## config.mk

```make
export PLATFORM = sky130hd
export DESIGN_NAME = key_wake_ports
export DESIGN_NICKNAME = d
export VERILOG_FILES = /design/src/kwu_pkg.sv /design/src/key_wake_ports.sv /design/src/key_wake_filter.sv
export SDC_FILE = /design/constraint.sdc
export NUM_CORES = 1
export LEC_CHECK = 0
export CAP_MARGIN = 20
export CORE_MARGIN = 2
export CORE_UTILIZATION = 53
export CTS_CLUSTER_SIZE = 14
export DETAILED_ROUTE_END_ITERATION = 8
export DONT_BUFFER_PORTS = 1
export PLACE_DENSITY = 0.68
export SLEW_MARGIN = 20
export SYNTH_ARGS = -nofsm -noshare
export SYNTH_HDL_FRONTEND = slang
export SYNTH_SLANG_ARGS = --single-unit
```

## constraint.sdc

```tcl
create_clock -name core_clk -period 1.9 [get_ports core_clk]
set_input_delay 0.285 -clock core_clk [delete_from_list [all_inputs] [get_ports core_clk]]
set_output_delay 0.285 -clock core_clk [all_outputs]
set_load 0.005 [all_outputs]
```

## src/kwu_pkg.sv

```systemverilog
// constants, types and register map shared by the key wake-up port block
// assumes a 125 MHz core clock and a 32-bit AXI4-Lite register bus
package kwu_pkg;

  // ---------------------------------------------------------------
  // register map: indexes, byte address is four times the index
  // ---------------------------------------------------------------
  localparam int unsigned ADDR_W = 8;
  localparam logic [5:0] IDX_PORT_G_DATA = 6'h28;
  localparam logic [5:0] IDX_PORT_H_DATA = 6'h29;
  localparam logic [5:0] IDX_PORT_G_DIRECTION = 6'h2A;
  localparam logic [5:0] IDX_PORT_H_DIRECTION = 6'h2B;
  localparam logic [5:0] IDX_PORT_G_WAKE_ENABLES = 6'h2C;
  localparam logic [5:0] IDX_PORT_H_WAKE_ENABLES = 6'h2D;
  localparam logic [5:0] IDX_PORT_G_WAKE_FLAGS = 6'h2E;
  localparam logic [5:0] IDX_PORT_H_WAKE_FLAGS = 6'h2F;

  // ---------------------------------------------------------------
  // reset values and field positions
  // ---------------------------------------------------------------
  localparam logic [7:0] DIRECTION_RESET = 8'h00;
  localparam logic [7:0] DATA_RESET = 8'h00;
  localparam logic [7:0] ENABLES_RESET = 8'h00;
  localparam logic [7:0] FLAGS_RESET = 8'h00;
  localparam logic [7:0] PORT_G_WAKE_CAPABLE = 8'h7F;
  localparam logic [7:0] PORT_H_WAKE_CAPABLE = 8'hFF;
  localparam int unsigned I2C_SELECT_BIT = 7;
  localparam int unsigned SDA_BIT = 6;
  localparam int unsigned SCL_BIT = 7;

  // ---------------------------------------------------------------
  // bus answers
  // ---------------------------------------------------------------
  localparam logic [1:0] RESP_OKAY = 2'h0;
  localparam logic [1:0] RESP_SLVERR = 2'h2;

  // ---------------------------------------------------------------
  // stop filter timing
  // ---------------------------------------------------------------
  localparam int unsigned CLK_PERIOD_NS = 8;
  localparam int unsigned FILTER_SAMPLE_NS = 100;
  localparam int unsigned FILTER_TICK_CYCLES = (FILTER_SAMPLE_NS + CLK_PERIOD_NS - 1) / CLK_PERIOD_NS;
  localparam logic [1:0] VOTE_SAMPLES = 2'h3;
  localparam logic [1:0] VOTE_MAJORITY = 2'h2;

  // pin drive and pull control of one port
  typedef struct packed {
    logic [7:0] out;
    logic [7:0] oe;
    logic pull_up_en;
    logic pull_down_en;
  } pin_drive_s;

  // stop filter states
  typedef enum logic [2:0] {
    F_IDLE = 3'b001,
    F_SAMPLE = 3'b010,
    F_DONE = 3'b100
  } filter_state_e;

endpackage

```

## src/key_wake_ports.sv

```systemverilog
// two 8-bit ports with falling-edge key wake-up and an AXI4-Lite slave
// assumes pin inputs synchronous to core_clk; the bench resolves pin wires
//
// What this block does
// - sixteen pins, fifteen wake, G7 only start
// - falling edge on capable pin sets flag
// - interrupt when flag and enable both set
// - all wake sources share one interrupt
// - edges detected for inputs and outputs alike
// - stop wake path has no flip-flops
// - interrupt wakes cpu from stop or wait
// - stop filter rejects short pulses
// - pull select high pulls up, low down
// - direction bit zero input, one output
// - all pins inputs after reset
// - writing one clears a wake flag
// - start detect gates G6 on G7, open-drain
// - port G flag bit 7 reads zero
`timescale 1ns/1ns
module key_wake_ports (
  input wire logic core_clk,
  input wire logic rstn,
  input wire logic [kwu_pkg::ADDR_W-1:0] s_axi_awaddr,
  input wire logic s_axi_awvalid,
  output logic s_axi_awready,
  input wire logic [31:0] s_axi_wdata,
  input wire logic [3:0] s_axi_wstrb,
  input wire logic s_axi_wvalid,
  output logic s_axi_wready,
  output logic [1:0] s_axi_bresp,
  output logic s_axi_bvalid,
  input wire logic s_axi_bready,
  input wire logic [kwu_pkg::ADDR_W-1:0] s_axi_araddr,
  input wire logic s_axi_arvalid,
  output logic s_axi_arready,
  output logic [31:0] s_axi_rdata,
  output logic [1:0] s_axi_rresp,
  output logic s_axi_rvalid,
  input wire logic s_axi_rready,
  input wire logic [7:0] port_g_pins_in,
  input wire logic [7:0] port_h_pins_in,
  input wire logic port_g_pull_select,
  input wire logic port_h_pull_select,
  input wire logic stop_mode,
  output kwu_pkg::pin_drive_s port_g_drive,
  output kwu_pkg::pin_drive_s port_h_drive,
  output logic key_wake_irq
);
  import kwu_pkg::*;

  // ---------------------------------------------------------------
  // state
  // ---------------------------------------------------------------
  logic aw_held;
  logic next_aw_held;
  logic [5:0] aw_index;
  logic [5:0] next_aw_index;
  logic w_held;
  logic next_w_held;
  logic [7:0] w_byte;
  logic [7:0] next_w_byte;
  logic w_lane;
  logic next_w_lane;
  logic bvalid;
  logic next_bvalid;
  logic [1:0] bresp;
  logic [1:0] next_bresp;
  logic rvalid;
  logic next_rvalid;
  logic [1:0] rresp;
  logic [1:0] next_rresp;
  logic [31:0] rdata;
  logic [31:0] next_rdata;

  logic [7:0] data_g;
  logic [7:0] next_data_g;
  logic [7:0] data_h;
  logic [7:0] next_data_h;
  logic [7:0] dir_g;
  logic [7:0] next_dir_g;
  logic [7:0] dir_h;
  logic [7:0] next_dir_h;
  logic [7:0] en_g;
  logic [7:0] next_en_g;
  logic [7:0] en_h;
  logic [7:0] next_en_h;

  logic [7:0] flags_g;
  logic [7:0] next_flags_g;
  logic [7:0] flags_h;
  logic [7:0] next_flags_h;
  logic [7:0] pend_g;
  logic [7:0] next_pend_g;
  logic [7:0] pend_h;
  logic [7:0] next_pend_h;
  logic [7:0] prev_g;
  logic [7:0] prev_h;

  logic wr_fire;
  logic ar_fire;
  logic [5:0] ar_index;
  logic i2c_sel;
  logic [7:0] wake_en_g;
  logic [7:0] fall_g;
  logic [7:0] fall_h;
  logic [7:0] clr_g;
  logic [7:0] clr_h;
  logic stop_wake;
  logic filter_accept;
  logic filter_reject;

  // ---------------------------------------------------------------
  // bus handshakes
  // ---------------------------------------------------------------
  assign s_axi_awready = !aw_held && !bvalid;
  assign s_axi_wready = !w_held && !bvalid;
  assign s_axi_arready = !rvalid;
  assign s_axi_bvalid = bvalid;
  assign s_axi_bresp = bresp;
  assign s_axi_rvalid = rvalid;
  assign s_axi_rresp = rresp;
  assign s_axi_rdata = rdata;
  assign wr_fire = aw_held && w_held && !bvalid;
  assign ar_fire = s_axi_arvalid && !rvalid;
  assign ar_index = s_axi_araddr[ADDR_W-1:2];

  // address and data are held until both are in, then answered
  always_comb begin
    next_aw_held = aw_held;
    next_aw_index = aw_index;
    next_w_held = w_held;
    next_w_byte = w_byte;
    next_w_lane = w_lane;
    next_bvalid = bvalid;
    next_bresp = bresp;
    if (s_axi_awvalid && s_axi_awready) begin
      next_aw_held = 1'b1;
      next_aw_index = s_axi_awaddr[ADDR_W-1:2];
    end
    if (s_axi_wvalid && s_axi_wready) begin
      next_w_held = 1'b1;
      next_w_byte = s_axi_wdata[7:0];
      next_w_lane = s_axi_wstrb[0];
    end
    if (wr_fire) begin
      next_aw_held = 1'b0;
      next_w_held = 1'b0;
      next_bvalid = 1'b1;
      next_bresp = (aw_index >= IDX_PORT_G_DATA && aw_index <= IDX_PORT_H_WAKE_FLAGS) ? RESP_OKAY : RESP_SLVERR;
    end else if (bvalid && s_axi_bready) begin
      next_bvalid = 1'b0;
    end
  end

  // read answer one cycle after the address is taken
  always_comb begin
    next_rvalid = rvalid;
    next_rresp = rresp;
    next_rdata = rdata;
    if (ar_fire) begin
      next_rvalid = 1'b1;
      next_rresp = RESP_OKAY;
      next_rdata = 32'h0000_0000;
      case (ar_index)
        IDX_PORT_G_DATA: next_rdata[7:0] = (dir_g & data_g) | (~dir_g & port_g_pins_in);
        IDX_PORT_H_DATA: next_rdata[7:0] = (dir_h & data_h) | (~dir_h & port_h_pins_in);
        IDX_PORT_G_DIRECTION: next_rdata[7:0] = dir_g;
        IDX_PORT_H_DIRECTION: next_rdata[7:0] = dir_h;
        IDX_PORT_G_WAKE_ENABLES: next_rdata[7:0] = en_g;
        IDX_PORT_H_WAKE_ENABLES: next_rdata[7:0] = en_h;
        IDX_PORT_G_WAKE_FLAGS: next_rdata[7:0] = flags_g & PORT_G_WAKE_CAPABLE;
        IDX_PORT_H_WAKE_FLAGS: next_rdata[7:0] = flags_h;
        default: next_rresp = RESP_SLVERR;
      endcase
    end else if (rvalid && s_axi_rready) begin
      next_rvalid = 1'b0;
    end
  end

  // bus registers
  always_ff @(posedge core_clk or negedge rstn) begin
    if (!rstn) begin
      aw_held <= 1'b0;
      aw_index <= 6'h00;
      w_held <= 1'b0;
      w_byte <= 8'h00;
      w_lane <= 1'b0;
      bvalid <= 1'b0;
      bresp <= RESP_OKAY;
      rvalid <= 1'b0;
      rresp <= RESP_OKAY;
      rdata <= 32'h0000_0000;
    end else begin
      aw_held <= next_aw_held;
      aw_index <= next_aw_index;
      w_held <= next_w_held;
      w_byte <= next_w_byte;
      w_lane <= next_w_lane;
      bvalid <= next_bvalid;
      bresp <= next_bresp;
      rvalid <= next_rvalid;
      rresp <= next_rresp;
      rdata <= next_rdata;
    end
  end

  // ---------------------------------------------------------------
  // software registers
  // ---------------------------------------------------------------
  always_comb begin
    next_data_g = data_g;
    next_data_h = data_h;
    next_dir_g = dir_g;
    next_dir_h = dir_h;
    next_en_g = en_g;
    next_en_h = en_h;
    if (wr_fire && w_lane) begin
      case (aw_index)
        IDX_PORT_G_DATA: next_data_g = w_byte;
        IDX_PORT_H_DATA: next_data_h = w_byte;
        IDX_PORT_G_DIRECTION: next_dir_g = w_byte;
        IDX_PORT_H_DIRECTION: next_dir_h = w_byte;
        IDX_PORT_G_WAKE_ENABLES: next_en_g = w_byte;
        IDX_PORT_H_WAKE_ENABLES: next_en_h = w_byte;
        default: next_en_h = en_h;
      endcase
    end
  end

  // all pins come out of reset as inputs
  always_ff @(posedge core_clk or negedge rstn) begin
    if (!rstn) begin
      data_g <= DATA_RESET;
      data_h <= DATA_RESET;
      dir_g <= DIRECTION_RESET;
      dir_h <= DIRECTION_RESET;
      en_g <= ENABLES_RESET;
      en_h <= ENABLES_RESET;
    end else begin
      data_g <= next_data_g;
      data_h <= next_data_h;
      dir_g <= next_dir_g;
      dir_h <= next_dir_h;
      en_g <= next_en_g;
      en_h <= next_en_h;
    end
  end

  // ---------------------------------------------------------------
  // pin drive: push-pull, or open-drain on G6/G7 in start mode
  // ---------------------------------------------------------------
  assign i2c_sel = en_g[I2C_SELECT_BIT];
  assign port_g_drive.pull_up_en = port_g_pull_select;
  assign port_g_drive.pull_down_en = !port_g_pull_select;
  assign port_h_drive.pull_up_en = port_h_pull_select;
  assign port_h_drive.pull_down_en = !port_h_pull_select;

  for (genvar b = 0; b < 8; b++) begin : g_pin
    localparam bit OD_PIN = (b == SDA_BIT) || (b == SCL_BIT);
    always_comb begin
      if (OD_PIN && i2c_sel) begin
        port_g_drive.out[b] = 1'b0;
        port_g_drive.oe[b] = dir_g[b] && !data_g[b];
      end else begin
        port_g_drive.out[b] = data_g[b];
        port_g_drive.oe[b] = dir_g[b];
      end
      port_h_drive.out[b] = data_h[b];
      port_h_drive.oe[b] = dir_h[b];
    end
  end

  // ---------------------------------------------------------------
  // edge detection and wake flags
  // ---------------------------------------------------------------
  // pin levels read regardless of direction
  assign fall_h = prev_h & ~port_h_pins_in;
  always_comb begin
    fall_g = prev_g & ~port_g_pins_in & PORT_G_WAKE_CAPABLE;
    if (i2c_sel && !(prev_g[SCL_BIT] && port_g_pins_in[SCL_BIT])) begin
      fall_g[SDA_BIT] = 1'b0;
    end
  end

  assign wake_en_g = en_g & PORT_G_WAKE_CAPABLE;
  assign clr_g = (wr_fire && w_lane && aw_index == IDX_PORT_G_WAKE_FLAGS) ? w_byte : 8'h00;
  assign clr_h = (wr_fire && w_lane && aw_index == IDX_PORT_H_WAKE_FLAGS) ? w_byte : 8'h00;

  // set wins over a write-one clear in the same cycle
  always_comb begin
    next_flags_g = flags_g & ~clr_g;
    next_flags_h = flags_h & ~clr_h;
    next_pend_g = pend_g;
    next_pend_h = pend_h;
    if (stop_mode) begin
      if (filter_accept) begin
        next_flags_g = next_flags_g | (pend_g & wake_en_g);
        next_flags_h = next_flags_h | (pend_h & en_h);
      end
      if (filter_accept || filter_reject) begin
        next_pend_g = 8'h00;
        next_pend_h = 8'h00;
      end
      next_pend_g = next_pend_g | (fall_g & wake_en_g);
      next_pend_h = next_pend_h | (fall_h & en_h);
    end else begin
      next_flags_g = next_flags_g | fall_g;
      next_flags_h = next_flags_h | fall_h;
      next_pend_g = 8'h00;
      next_pend_h = 8'h00;
    end
    next_flags_g = next_flags_g & PORT_G_WAKE_CAPABLE;
  end

  // flag, pending and previous-level registers
  always_ff @(posedge core_clk or negedge rstn) begin
    if (!rstn) begin
      flags_g <= FLAGS_RESET;
      flags_h <= FLAGS_RESET;
      pend_g <= FLAGS_RESET;
      pend_h <= FLAGS_RESET;
      prev_g <= 8'h00;
      prev_h <= 8'h00;
    end else begin
      flags_g <= next_flags_g;
      flags_h <= next_flags_h;
      pend_g <= next_pend_g;
      pend_h <= next_pend_h;
      prev_g <= port_g_pins_in;
      prev_h <= port_h_pins_in;
    end
  end

  // ---------------------------------------------------------------
  // stop filter and interrupt
  // ---------------------------------------------------------------
  key_wake_filter u_filter (
    .core_clk(core_clk),
    .rstn(rstn),
    .stop_mode(stop_mode),
    .trigger(|({fall_h & en_h, fall_g & wake_en_g})),
    .level_active(|({~port_h_pins_in & en_h, ~port_g_pins_in & wake_en_g})),
    .accept(filter_accept),
    .reject(filter_reject)
  );

  // gate-only path from an enabled low pin while stopped
  assign stop_wake = stop_mode && |({~port_h_pins_in & en_h, ~port_g_pins_in & wake_en_g});
  // one request for all fifteen sources, for stop or wait
  assign key_wake_irq = |({flags_h & en_h, flags_g & wake_en_g}) || stop_wake;
endmodule

```

## src/key_wake_filter.sv

```systemverilog
// majority vote filter for wake-up pulses while in stop
// assumes trigger and level come from the port block on the same clock
`timescale 1ns/1ns
module key_wake_filter (
  input wire logic core_clk,
  input wire logic rstn,
  input wire logic stop_mode,
  input wire logic trigger,
  input wire logic level_active,
  output logic accept,
  output logic reject
);
  import kwu_pkg::*;

  localparam int VOTE_BOUND = 60;

  filter_state_e state;
  filter_state_e next_state;
  logic [7:0] tick;
  logic [7:0] next_tick;
  logic [1:0] taken;
  logic [1:0] next_taken;
  logic [1:0] hits;
  logic [1:0] next_hits;

  // ---------------------------------------------------------------
  // three samples spaced one tick apart, two low ones pass
  // ---------------------------------------------------------------
  always_comb begin
    next_state = state;
    next_tick = tick;
    next_taken = taken;
    next_hits = hits;
    case (state)
      F_IDLE: begin
        next_tick = 8'h00;
        next_taken = 2'h0;
        next_hits = 2'h0;
        if (stop_mode && trigger) begin
          next_state = F_SAMPLE;
        end
      end
      F_SAMPLE: begin
        if (!stop_mode) begin
          next_state = F_IDLE;
        end else if (tick == 8'(FILTER_TICK_CYCLES - 1)) begin
          next_tick = 8'h00;
          next_taken = taken + 2'h1;
          next_hits = hits + {1'b0, level_active};
          if (taken + 2'h1 == VOTE_SAMPLES) begin
            next_state = F_DONE;
          end
        end else begin
          next_tick = tick + 8'h01;
        end
      end
      F_DONE: next_state = F_IDLE;
      default: next_state = F_IDLE;
    endcase
  end

  // filter registers
  always_ff @(posedge core_clk or negedge rstn) begin
    if (!rstn) begin
      state <= F_IDLE;
      tick <= 8'h00;
      taken <= 2'h0;
      hits <= 2'h0;
    end else begin
      state <= next_state;
      tick <= next_tick;
      taken <= next_taken;
      hits <= next_hits;
    end
  end

  // verdict pulses in the done state
  assign accept = (state == F_DONE) && (hits >= VOTE_MAJORITY);
  assign reject = (state == F_DONE) && (hits < VOTE_MAJORITY);
endmodule

```

==> out/qor.yml <==
async_reset_ff_share_pct: 100.0
grt_pass1_wl_um: 27610
hold_path_class: "in -> async"
p_leak_nw: 3.523
wl_met3_um: 1146
syn_area_per_cell_um2: 10.52
grt_max_degree: 139
firstDrtPassIters: 5
htreeDepth: 4
synth_ff_type: "dfrtp_1"
setup_ws_ns: -0.2121
cp.required_ns: 1.62
slew_violations: 0
io_pins: 156
grt_pass1_vias: 5068
status: "finished with violations"
dieWidth_um: 118.2
grt_usage_pct: 25.45
worst-setup-path-type: "reg -> out"
num_antenna_cells: 0
synth_top_area_share_pct: 49.61
clock_tree.buffer_depth: 2
synth_area_um2: 6910
skew_ns: 0.005957
area_growth_syn_to_layout_pct: 15.10
cts_tree: "yes"
period_minus_slack_ns: 2.112
io_buffers: 0
top_layer_used: "met4"
drcViolationCount: 0
timing.rr.start: "en_h[3]"
synthTopCellsByCount: "137 x dfrtp_1, 95 x nand2_1, 55 x mux2_2"
start_util_pct: 54.54
grt-ovfl-total: 0
finalHoldViolCount: 138
cp-end-kind: "output port"
crit_fanout: 3
antenna_found_initial: 0
ir_worst_vdd_v: 0.001014
wl_um: 17490
post-dp-hpwl_um: 11990
yosys_register_bits: 138
cts_sinks: 138
fmax_mhz: 473.5
drive_gt1_share_pct: 20.17
vias_per_cell: 5.922
startpoint: "en_h[3]"
die_h_um: 118.2
dieArea_um2: 13970
synth.top_cells.by_area: "dfrtp_1 50%, mux2_2 9.0%, nand2_1 5.2%, buf_4 4.5%, o21ai_0 2.5%"
violations: "hold timing, setup timing"
synth_warnings: 0
syn_inst: 657
relSlewSlack_pct: 60.58
cellPowerDensity_nw_per_um2: 1248
synth.largest_area_cell: "dfrtp_1"
setup_violations: 1
synth.distinct_cells: 55
cts_made_buffers: 17
rsz0062_at_grt: "true"
post-place-ws_ns: -0.03811
fin_crit_sh_pct: 111.2
clockRootBuffer: "clkbuf_16"
crit_arrival_ns: 1.83
drtIter0Drc: 492
synth_most_common_cell: "dfrtp_1"
seq_area_frac_synth_pct: 49.99
num_rows: 41
clk_pin_slew_ns: 0.06
clkLatencyLatePin_ns: 0.42
worst_slew_pin_slew_ns: 0.5898
whs_ns: -0.4373
startpoint_type: "flop"
nNetsFinal: 768
m1WireLength_um: 7274
maxCapViolCount: 0
gp_congestion: 0.8489
wire_per_inst_um: 20.08
coreArea_um2: 12670
synth_edf_count: 0
wl_met2_um: 8774
ant_nets: 0
final_core_util_pct: 62.77
via_count: 5158
routing by layer:
metal / track usage, % / vias to the layer above
li1: - / 2322
met1: 32.64 / 2612
met2: 41.22 / 196
met3: 7.481 / 28
met4: 8.961 / 0
met5: 0 / -
metrics by stage:
step,setup TNS (ns),total power [mW],instance area [um^2],std cells,hold WS [ns]
6_report,-0.2121,9.926,7954,871,-0.4373
5_1_grt,-0.3367,10.38,7954,871,-0.4581
4_1_cts,-0.2270,9.782,7839,863,-0.4523
3_5_place_dp,-0.06677,6.233,7007,811,-0.007399
3_3_place_gp,0,6.139,7007,811,-0.006982
2_1_floorplan,0,5.685,7004,682,-0.01059
final timing paths:
kind / slack [ns] / cells after the start / end
max: -0.21 / 5 / key_wake_irq
min: -0.44 / 0 / data_h[0]
max reg2reg: 0.03 / 10 / u_filter.hits[1]
min reg2reg: 0.49 / 2 / u_filter.taken[1]
max in group asynchronous: 2.05 / 0 / u_filter.state[0]
min in group core_clk: 0.02 / 1 / w_byte[7]
cells by family (layout without fill, tap and decap cells):
family,count (synthesis),after routing,share of synthesized area [%]
flip-flops,138,138,49.99
buffers and inverters,102,119,7.912
AND/OR/NAND/NOR,201,201,15.30
adder cells (fa/ha/maj),4,4,0.7243
other,1,26,0.05427
multiplexers,71,71,12.37
XOR/XNOR,1,1,0.1268
AO/OA/AOI/OAI,139,139,13.53
timing repair:
item	4_1_cts	5_1_grt
setup buffers	3	5
setup endpoints to repair	2	2
pin swaps	6	4
resized for setup	8	9
hold endpoints to repair	156	142
gates cloned	0	0
hold buffers	18	3
state kept, by name (all words and copies together), names as in the netlist, 2 cells and up:
signal	count
s_axi_rdata	8
u_filter.hits	2
u_filter.state	3
flags_h	8
dir_g	8
dir_h	8
pend_h	8
en_g	8
data_g	8
u_filter.taken	2
prev_h	8
aw_index	6
pend_g	7
w_byte	8
en_h	8
data_h	8
u_filter.tick	8
prev_g	8
flags_g	7
critical path, cell delays in order, from the launching register on:
cell     delay (ns)
dfrtp_1        0.41
inv_2          0.09
o22ai_4        0.07
nor4_4         0.32
nand3_2        0.15
a211o_1        0.36
final cells by class:
cell class | instances | area (um^2)
Fill cell | 1021 | 4717
Sequential cell | 138 | 3455
Multi-Input combinational cell | 442 | 3080
Clock buffer | 24 | 491.7
Timing Repair Buffer | 48 | 450.4
Tap cell | 172 | 215.2
Inverter | 39 | 146.4
Clock inverter | 8 | 115.1
where the power goes:
group / internal [mW] / switching, mW / total, mW / leakage, nW
sequential: 3.53 / 0.797 / 4.33 / 1.75
combinational: 1.20 / 1.00 / 2.20 / 1.47
clock: 2.19 / 1.20 / 3.40 / 0.304
total: 6.92 / 3.00 / 9.93 / 3.52
placed cells by master (no fill, tap or decap), types with 3 or more instances in the layout:
cell             n
nor2_1          22
nor2b_1          6
clkinv_2         5
buf_4           24
nor3b_1          6
and3b_1          4
mux4_2           6
clkbuf_8         4
nand2b_1         6
inv_1           34
mux2_2          55
dlygate4sd3_1   21
o22ai_1          4
inv_2            5
nor3_1           9
buf_12           3
clkbuf_16       17
and3_1           6
dfrtp_1        137
a21boi_0        17
nand3_1          6
a22oi_1          7
a211oi_1         7
nand4_1          6
bufinv_16        3
ha_1             3
o32ai_1         15
mux2i_1         10
a21o_1          17
nand3b_1        15
a21oi_1         18
nand2_1         95
o31ai_1          4
clkbuf_1         3
o21ai_0         34
conb_1          26
Power figures use the tool's default switching activity.
